### config.mk
export PLATFORM = sky130hd
export DESIGN_NAME = table_access_instruction_unit
export DESIGN_NICKNAME = d
export VERILOG_FILES = /design/src/hdl/table_access_pkg.sv /design/src/hdl/table_access_instruction_unit.sv
export SDC_FILE = /design/constraint.sdc
export NUM_CORES = 1
export LEC_CHECK = 0
export BUFFER_PORTS_ARGS = -buffer_cell sky130_fd_sc_hd__buf_2
export CAP_MARGIN = 25
export CORE_MARGIN = 10
export CORE_UTILIZATION = 45
export CTS_CLUSTER_SIZE = 12
export DETAILED_ROUTE_END_ITERATION = 8
export PLACE_DENSITY = 0.72
export SETUP_SLACK_MARGIN = 0.5
export SLEW_MARGIN = 10
export SYNTH_ARGS = -nofsm -noshare
export SYNTH_HDL_FRONTEND = slang
export SYNTH_SLANG_ARGS = --single-unit
### constraint.sdc
create_clock -name sys_clk -period 6.05 [get_ports sys_clk]
set_clock_uncertainty 0.15 [all_clocks]
set_input_delay 1.21 -clock sys_clk [delete_from_list [all_inputs] [get_ports sys_clk]]
set_output_delay 1.21 -clock sys_clk [all_outputs]
set_load 0.05 [all_outputs]
### src/hdl/table_access_pkg.sv
package table_access_pkg;

  // ---------------------------------------------------------------
  // Quarter phases of one instruction cycle
  // ---------------------------------------------------------------
  localparam logic [1:0] PH_Q1 = 2'h0;
  localparam logic [1:0] PH_Q2 = 2'h1;
  localparam logic [1:0] PH_Q3 = 2'h2;
  localparam logic [1:0] PH_Q4 = 2'h3;
  localparam logic [1:0] PH_STEP = 2'h1;

  // ---------------------------------------------------------------
  // Opcode fields
  // ---------------------------------------------------------------
  localparam int OPC_SWAP_MSB = 15;
  localparam int OPC_SWAP_LSB = 10;
  localparam logic [5:0] OPC_SWAP = 6'h0e;
  localparam int OPC_TBL_MSB = 15;
  localparam int OPC_TBL_LSB = 3;
  localparam logic [12:0] OPC_TBL = 13'h0001;
  localparam int BIT_TBL_WRITE = 2;
  localparam int BIT_DEST = 9;
  localparam int BIT_ACCESS = 8;
  localparam int FILE_MSB = 7;
  localparam int MODE_MSB = 1;

  // ---------------------------------------------------------------
  // Pointer modes
  // ---------------------------------------------------------------
  localparam logic [1:0] MODE_NONE = 2'h0;
  localparam logic [1:0] MODE_POSTINC = 2'h1;
  localparam logic [1:0] MODE_POSTDEC = 2'h2;
  localparam logic [1:0] MODE_PREINC = 2'h3;

  // ---------------------------------------------------------------
  // Widths, limits and reset values
  // ---------------------------------------------------------------
  localparam int PTR_W = 21;
  localparam int WORD_ADDR_W = PTR_W - 1;
  localparam logic [20:0] PTR_ONE = 21'h000001;
  localparam logic [20:0] PTR_RST = 21'h000000;
  localparam logic [7:0] LATCH_RST = 8'h00;
  localparam logic [7:0] ACCESS_SPLIT = 8'h60;
  localparam logic [7:0] INDEXED_MAX = 8'h5f;

  typedef enum logic [1:0] {
    ST_IDLE,
    ST_SWAP,
    ST_TBL_DEC,
    ST_TBL_EXEC
  } state_t;

endpackage

### src/hdl/table_access_instruction_unit.sv
`timescale 1ns/100ps
module table_access_instruction_unit
  import table_access_pkg::*;
#(
  parameter int BANK_W = 4,
  parameter int HOLD_IDX_W = 6
)(
  input wire logic sys_clk,
  input wire logic rst_n,
  input wire logic instr_valid,
  input wire logic [15:0] instr_word,
  input wire logic ext_set_en,
  input wire logic [BANK_W-1:0] bank_select_reg,
  input wire logic [BANK_W+7:0] index_base,
  input wire logic [7:0] file_rd_data,
  input wire logic [15:0] pm_rd_data,
  input wire logic ptr_load_en,
  input wire logic [20:0] ptr_load_data,
  input wire logic latch_load_en,
  input wire logic [7:0] latch_load_data,
  output logic [1:0] q_phase_q,
  output logic busy_q,
  output logic [BANK_W+7:0] file_addr_q,
  output logic file_rd_en_q,
  output logic file_wr_en_q,
  output logic w_wr_en_q,
  output logic [7:0] result_q,
  output logic flags_wr_en_q,
  output logic pm_rd_en_q,
  output logic [19:0] pm_word_addr_q,
  output logic [20:0] table_pointer_q,
  output logic [7:0] table_latch_q,
  output logic hold_wr_en_q,
  output logic [HOLD_IDX_W-1:0] hold_idx_q,
  output logic [7:0] hold_data_q
);

  localparam int ADDR_W = BANK_W + 8;

  if (BANK_W < 1 || BANK_W > 8) begin : g_bad_bank
    $error("BANK_W out of range");
  end
  if (HOLD_IDX_W < 1 || HOLD_IDX_W > PTR_W) begin : g_bad_hold
    $error("HOLD_IDX_W out of range");
  end

  // ---------------------------------------------------------------
  // File address forming
  // ---------------------------------------------------------------
  function automatic logic [ADDR_W-1:0] file_address(
    input logic [7:0] f,
    input logic a,
    input logic ext,
    input logic [BANK_W-1:0] bank,
    input logic [ADDR_W-1:0] base
  );
    logic [ADDR_W-1:0] r;
    if (a)
      r = {bank, f};
    else if (ext && (f <= INDEXED_MAX))
      r = ADDR_W'(base + {{BANK_W{1'b0}}, f});
    else if (f < ACCESS_SPLIT)
      r = {{BANK_W{1'b0}}, f};
    else
      r = {{BANK_W{1'b1}}, f};
    return r;
  endfunction

  // ---------------------------------------------------------------
  // Quarter phase counter
  // ---------------------------------------------------------------
  logic [1:0] q_phase_d;

  always_comb
  begin
    q_phase_d = q_phase_q + PH_STEP;
  end

  always_ff @(posedge sys_clk or negedge rst_n)
  begin
    if (!rst_n)
      q_phase_q <= PH_Q1;
    else
      q_phase_q <= q_phase_d;
  end

  // ---------------------------------------------------------------
  // Instruction execution
  // ---------------------------------------------------------------
  state_t state_q, state_d;
  logic dest_q, dest_d;
  logic is_wr_q, is_wr_d;
  logic [1:0] mode_q, mode_d;
  logic [7:0] byte_q, byte_d;
  logic busy_d;
  logic [ADDR_W-1:0] file_addr_d;
  logic file_rd_en_d, file_wr_en_d, w_wr_en_d;
  logic [7:0] result_d;
  logic pm_rd_en_d;
  logic [19:0] pm_word_addr_d;
  logic [20:0] table_pointer_d;
  logic [7:0] table_latch_d;
  logic hold_wr_en_d;
  logic [HOLD_IDX_W-1:0] hold_idx_d;
  logic [7:0] hold_data_d;
  logic is_swap, is_tbl, accept;
  logic [7:0] pm_byte;

  assign is_swap = instr_word[OPC_SWAP_MSB:OPC_SWAP_LSB] == OPC_SWAP;
  assign is_tbl = instr_word[OPC_TBL_MSB:OPC_TBL_LSB] == OPC_TBL;
  assign accept = (state_q == ST_IDLE) && (q_phase_q == PH_Q1) && instr_valid;
  assign pm_byte = table_pointer_q[0] ? pm_rd_data[15:8] : pm_rd_data[7:0];

  always_comb
  begin
    state_d = state_q;
    dest_d = dest_q;
    is_wr_d = is_wr_q;
    mode_d = mode_q;
    byte_d = byte_q;
    busy_d = busy_q;
    file_addr_d = file_addr_q;
    file_rd_en_d = 1'b0;
    file_wr_en_d = 1'b0;
    w_wr_en_d = 1'b0;
    result_d = result_q;
    pm_rd_en_d = 1'b0;
    pm_word_addr_d = pm_word_addr_q;
    table_pointer_d = table_pointer_q;
    table_latch_d = table_latch_q;
    hold_wr_en_d = 1'b0;
    hold_idx_d = hold_idx_q;
    hold_data_d = hold_data_q;
    case (state_q)
      ST_IDLE:
      begin
        if (ptr_load_en)
          table_pointer_d = ptr_load_data;
        if (latch_load_en)
          table_latch_d = latch_load_data;
        if (accept && is_swap)
        begin
          state_d = ST_SWAP;
          dest_d = instr_word[BIT_DEST];
          file_rd_en_d = 1'b1;
          file_addr_d = file_address(instr_word[FILE_MSB:0], instr_word[BIT_ACCESS],
                                     ext_set_en, bank_select_reg, index_base);
        end
        else if (accept && is_tbl)
        begin
          state_d = ST_TBL_DEC;
          busy_d = 1'b1;
          is_wr_d = instr_word[BIT_TBL_WRITE];
          mode_d = instr_word[MODE_MSB:0];
        end
      end
      ST_SWAP:
      begin
        case (q_phase_q)
          PH_Q2:
            result_d = {file_rd_data[3:0], file_rd_data[7:4]};
          PH_Q3:
          begin
            file_wr_en_d = dest_q;
            w_wr_en_d = !dest_q;
          end
          PH_Q4:
            state_d = ST_IDLE;
          default:
            state_d = ST_SWAP;
        endcase
      end
      ST_TBL_DEC:
      begin
        if (q_phase_q == PH_Q4)
        begin
          state_d = ST_TBL_EXEC;
          if (mode_q == MODE_PREINC)
            table_pointer_d = table_pointer_q + PTR_ONE;
        end
      end
      ST_TBL_EXEC:
      begin
        case (q_phase_q)
          PH_Q1:
          begin
            pm_rd_en_d = !is_wr_q;
            pm_word_addr_d = table_pointer_q[PTR_W-1:1];
          end
          PH_Q2:
            byte_d = is_wr_q ? table_latch_q : pm_byte;
          PH_Q3:
          begin
            hold_wr_en_d = is_wr_q;
            hold_idx_d = table_pointer_q[HOLD_IDX_W-1:0];
            hold_data_d = byte_q;
          end
          default:
          begin
            state_d = ST_IDLE;
            busy_d = 1'b0;
            if (!is_wr_q)
              table_latch_d = byte_q;
            if (mode_q == MODE_POSTINC)
              table_pointer_d = table_pointer_q + PTR_ONE;
            else if (mode_q == MODE_POSTDEC)
              table_pointer_d = table_pointer_q - PTR_ONE;
          end
        endcase
      end
      default:
        state_d = ST_IDLE;
    endcase
  end

  always_ff @(posedge sys_clk or negedge rst_n)
  begin
    if (!rst_n)
    begin
      state_q <= ST_IDLE;
      dest_q <= 1'b0;
      is_wr_q <= 1'b0;
      mode_q <= MODE_NONE;
      byte_q <= LATCH_RST;
      busy_q <= 1'b0;
      file_addr_q <= '0;
      file_rd_en_q <= 1'b0;
      file_wr_en_q <= 1'b0;
      w_wr_en_q <= 1'b0;
      result_q <= LATCH_RST;
      flags_wr_en_q <= 1'b0;
      pm_rd_en_q <= 1'b0;
      pm_word_addr_q <= '0;
      table_pointer_q <= PTR_RST;
      table_latch_q <= LATCH_RST;
      hold_wr_en_q <= 1'b0;
      hold_idx_q <= '0;
      hold_data_q <= LATCH_RST;
    end
    else
    begin
      state_q <= state_d;
      dest_q <= dest_d;
      is_wr_q <= is_wr_d;
      mode_q <= mode_d;
      byte_q <= byte_d;
      busy_q <= busy_d;
      file_addr_q <= file_addr_d;
      file_rd_en_q <= file_rd_en_d;
      file_wr_en_q <= file_wr_en_d;
      w_wr_en_q <= w_wr_en_d;
      result_q <= result_d;
      flags_wr_en_q <= 1'b0;
      pm_rd_en_q <= pm_rd_en_d;
      pm_word_addr_q <= pm_word_addr_d;
      table_pointer_q <= table_pointer_d;
      table_latch_q <= table_latch_d;
      hold_wr_en_q <= hold_wr_en_d;
      hold_idx_q <= hold_idx_d;
      hold_data_q <= hold_data_d;
    end
  end
endmodule // table_access_instruction_unit

# --- Word-level counts from Yosys, hierarchy flattened ---
# Cells that the tools add are included.
op_classes:
  reduce_logical: 23
  bitwise: 1
  n_addsub: 4
  n_eq_ne: 22
  n_mux: 36
  n_lt_le_gt_ge: 2
op_table:
  columns: ["op", "n"]
  rows:
  - ["$mux 21", 6]
  - ["$pmux 21 s3", 1]
  - ["$mux 8", 5]
  - ["$mux 12", 3]
  - ["$add 21x1->21 const B", 1]
  - ["$sub 21x1->21 const B", 1]
  - ["$ne 2x2->1 const B", 8]
  - ["$pmux 8 s2", 1]
  - ["$eq 13x1->1 const B", 1]
  - ["$mux 1", 13]
  - ["$add 12x8->12", 1]
  - ["$eq 2x2->1 const B", 6]
  - ["$reduce_and 4->1", 3]
  - ["$reduce_and 2->1", 5]
  - ["$le 8x7->1 const B", 1]
  - ["$lt 8x7->1 const B", 1]
  - ["$mux 2", 4]
  - ["$pmux 2 s4", 1]
  - ["$eq 2x1->1 const B", 3]
  - ["$eq 6x4->1 const B", 1]
  - ["$reduce_and 6->1", 1]
  - ["$logic_and 1x1->1", 5]
  - ["$logic_not 2->1", 2]
  - ["$pmux 2 s2", 1]
  - ["12 further kinds", 13]
totals:
  output_inout_bits: 92
  reg_bits: 105

# --- Logic depth before layout (Yosys ltp) ---
logic_depth:
  depth_word: 7
  mapped_depth: 9
  depth_no_buf: 8

# --- Worst setup path after synthesis ---
# Ideal clock, no wire load.
synth_path:
  path_type: "in2reg"
  from: "in instr_word[0]"
  to: "reg file_addr_q[10]"
  slack_ps: 2960
  setup_time_ps: 110
  n_path_buf: 0
  arrival_time_ps: 2829
  cell_stages: 8
  path_cell_list: "ha_1 -> fa_1 -> a211oi_1 -> o21ai_0 -> o211ai_1 -> nor2_1 -> xnor2_1 -> o41ai_1"
synth_between:
  elab_chain_len: 4
  elab_cells_between_ends: 7
synth_rtl:
  columns: ["element", "line", "rtl"]
  rows:
  - ["start, declared", "table_access_instruction_unit.sv:11", "input wire logic [15:0] instr_word,"]
  - ["$lt 8x7->1 / $le 8x7->1 (equally long branches)", "table_access_instruction_unit.sv:62, table_access_instruction_unit.sv:60", null]
  - ["$mux 12 / $logic_and 1x1->1 (equally long branches)", "table_access_instruction_unit.sv:62, table_access_instruction_unit.sv:60", null]
  - ["$mux 12 (*)", "table_access_instruction_unit.sv:60", "else if (ext && (f <= INDEXED_MAX))"]
  - ["$mux 12 (*)", "table_access_instruction_unit.sv:58", "if (a)"]
  - ["end signal, assigned", "table_access_instruction_unit.sv:248", "file_addr_q <= file_addr_d;"]
  - ["end, declared", "table_access_instruction_unit.sv:23", "output logic [BANK_W+7:0] file_addr_q,"]
# Every way passes the cells marked *; elsewhere a longest branch is shown, timed or not.
# A chain may end at the register's enable or synchronous reset.

# --- Worst setup path in the final report ---
layout_path:
  from: "in instr_word[7]"
  to: "reg file_addr_q[10]"
# Same word-level chain as after synthesis.

==> metrics.yaml <==
p_sw_share_pct: 31.56
critPathTopFamily: "compound AO/OA/AOI/OAI gates"
grt_pass1_wl_um: 29080
worst_slew_pin_slew_ns: 0.7738
ys_ff_latch: 105
dieArea_sq_um: 18150
placed_cells: 960
clock-sinks: 105
rsz0062_at_grt: "false"
p_int_mw: 1.150
cts_tree: "yes"
nets: 908
synth_edf_count: 0
finalSetupTns_ns: 0
hold_class: "reg -> reg"
worstPathRequired_ns: 6.14
fin_crit_sh_pct: 53.54
post-cts-setup-buffers: 0
outcome: "finished, final reports clean"
cts_hold_buf: 0
port_buffers: 181
setup_slack_ns: 2.811
area_growth_pct: 21.80
crit_fanout: 5
die_h_um: 134.7
cp_cell_sequence: "buf_2 -> ha_1 -> a2111oi_0 -> o21ai_0 -> o211ai_1 -> nor2_1 -> xnor2_1 -> o41ai_1"
core_area_sq_um: 12770
drt-vias-per-instance: 5.680
cts_buffers: 9
p_leak_nw: 3.588
synth_ff_type: "dfrtp_1"
die_w_um: 134.7
maxSlewHeadroom_pct: 47.08
stdcell_count: 976
post_cts_resized: 0
start_util_pct: 46.38
worstSkewPairLatency_ns: 0.36
p_per_area_nw_per_um2: 232.8
io_pins: 183
yosysUniqueCellTypes: 59
place.gp.congestion: 0.9335
drc_errors: 0
fin_util_pct: 56.49
wl_um: 18180
timing.final.hold_violations: 0
synth-async-reset-ratio_pct: 100.0
period_needed_ns: 3.239
slowest_delay_ns: 0.71
setup_viol: 0
ctsHtreeMaxLevel: 3
drive_gt1_share_pct: 30.22
ir_worst_vdd_uv: 116.2
clock.fmax_mhz: 308.7
num_vias: 5544
p_seq_share_pct: 46.5
dr.pass1.iters: 6
overflow: 0
drt_iter0_drc: 482
antenna_found_initial: 0
syn_avg_cell_area_sq_um: 9.143
synth.yosys.seq_area_share_pct: 44.35
clkPwrFrac_pct: 35.3
syn_nets: 756
syn_inst: 648
combPwrFrac_pct: 18.2
clock-root-buffer: "clkbuf_16"
maxCapViolations: 0
n_fill_cell: 1164
slew_violations: 0
p_switching_mw: 0.5303
grt_usage_pct: 19.70
arrival_ns: 3.32
syn_area_sq_um: 5924
dpl.hpwl_um: 13460
final_antenna_net_count: 0
place_ws_ns: 2.531
clk_pin_slew_ns: 0.07
critPathSlowestCell: "a2111oi_0"
critPathCaptureType: "register"
cts_buffer_depth: 2
rows: 41
hold_ws_ns: 0.3023
worst-path-buf-inv: 1
ys_warn_count: 0
start_kind: "input pin"
grt_pass1_vias: 5647
wl_per_cell_um: 18.62
path_class: "in -> reg"
grt_start_max_net_pins: 59
diodes: 0
==> metal layers <==
layer | part of all wire [%] | wire (um) | global-route usage (%) | vias to the layer above
met1 | 43 | 7769 | 24.14 | 2650
met5 | 0 | 0 | 0 | -
met3 | 8.7 | 1586 | 6.194 | 26
met2 | 47 | 8524 | 31.84 | 231
li1 | - | - | - | 2637
met4 | 1.6 | 294 | 7.074 | 0
==> sequential cells by signal (all words and copies together) (netlist names), 2 cells and up <==
register / count
byte_q: 8
file_addr_q: 12
hold_data_q: 8
hold_idx_q: 6
mode_q: 2
pm_word_addr_q: 20
q_phase_q: 2
result_q: 8
state_q: 2
table_latch_q: 8
table_pointer_q: 21
==> synthesized netlist by cell type, types with 4 or more instances <==
cell type,n,share of area [%]
a211oi_1,9,1.1
a21o_1,4,0.51
a21oi_1,40,3.4
a31oi_1,14,1.5
and3_1,7,0.74
buf_2,10,0.84
clkbuf_1,30,1.9
dfrtp_1,105,44
ha_1,16,3.4
inv_1,14,0.89
mux2_2,39,7.4
mux2i_1,15,2.5
nand2_1,83,5.3
nand2b_1,6,0.63
nand3_1,16,1.4
nand4_1,9,0.95
nor2_1,56,3.5
nor3_1,13,1.1
nor4_1,8,0.84
o211ai_1,5,0.63
o21ai_0,64,5.4
o31ai_1,6,0.76
o41ai_1,7,1.0
or3_1,4,0.42
or4_1,4,0.51
xnor2_1,12,1.8
==> layout make-up <==
cell class              instances  area, sq um  share of cell area, %
multi-input cells             484         3064                  42.47
flip-flops and latches        105         2628                  36.41
repair buffers                185        958.4                  13.28
clock buffers                  10        229.0                  3.173
well taps                     172        215.2                  2.982
clock inverters                 5        65.06                 0.9017
inverters                      15        56.30                 0.7803
==> through the flow <==
step                cell area [sq um]  power [mW]
global route                     7216       1.749
floorplan                        5924      0.9891
CTS                              7188       1.697
global placement                 6887       1.090
finish                           7216       1.680
detailed placement               6894       1.100
==> power groups by stage <==
stage | sequential (mW) | combinational, mW | clock [mW]
after CTS | 0.780 | 0.307 | 0.610
after global placement | 0.791 | 0.300 | 0
final | 0.781 | 0.305 | 0.593
after floorplan | 0.859 | 0.130 | 0
after detailed placement | 0.794 | 0.306 | 0
after global routing | 0.787 | 0.331 | 0.630
==> final timing paths <==
path / start / end / slack (ns) / cells after the start
max: instr_word[7] / file_addr_q[10] / 2.81 / 8
min: dest_q / w_wr_en_q / 0.30 / 1
max reg2reg: state_q[1] / table_pointer_q[5] / 2.83 / 6
min reg2reg: dest_q / w_wr_en_q / 0.30 / 1
max in group asynchronous: rst_n / table_pointer_q[17] / 3.85 / 2
min in group asynchronous: rst_n / pm_word_addr_q[15] / 0.73 / 1
==> cells by family after synthesis <==
kind of cell	after synthesis	share of synthesized area, %
AND/OR/NAND/NOR	221	17.38
adder cells (fa/ha/maj)	17	3.717
flip-flops	105	44.35
other	1	0.06330
AO/OA/AOI/OAI	176	18.31
multiplexers	54	9.947
XOR/XNOR	15	2.218
buffers and inverters	59	4.013
==> placed cells by master (no fill, tap or decap), types with 8 or more instances in the layout <==
| master | count |
|---|---|
| a211oi_1 | 9 |
| a21oi_1 | 40 |
| a31oi_1 | 14 |
| buf_2 | 180 |
| clkbuf_16 | 9 |
| dfrtp_1 | 105 |
| ha_1 | 16 |
| inv_1 | 14 |
| mux2_2 | 39 |
| mux2i_1 | 15 |
| nand2_1 | 83 |
| nand3_1 | 16 |
| nand4_1 | 9 |
| nor2_1 | 56 |
| nor3_1 | 13 |
| nor4_1 | 8 |
| o21ai_0 | 64 |
| xnor2_1 | 12 |
No activity file was read; power rests on OpenSTA's default activity.
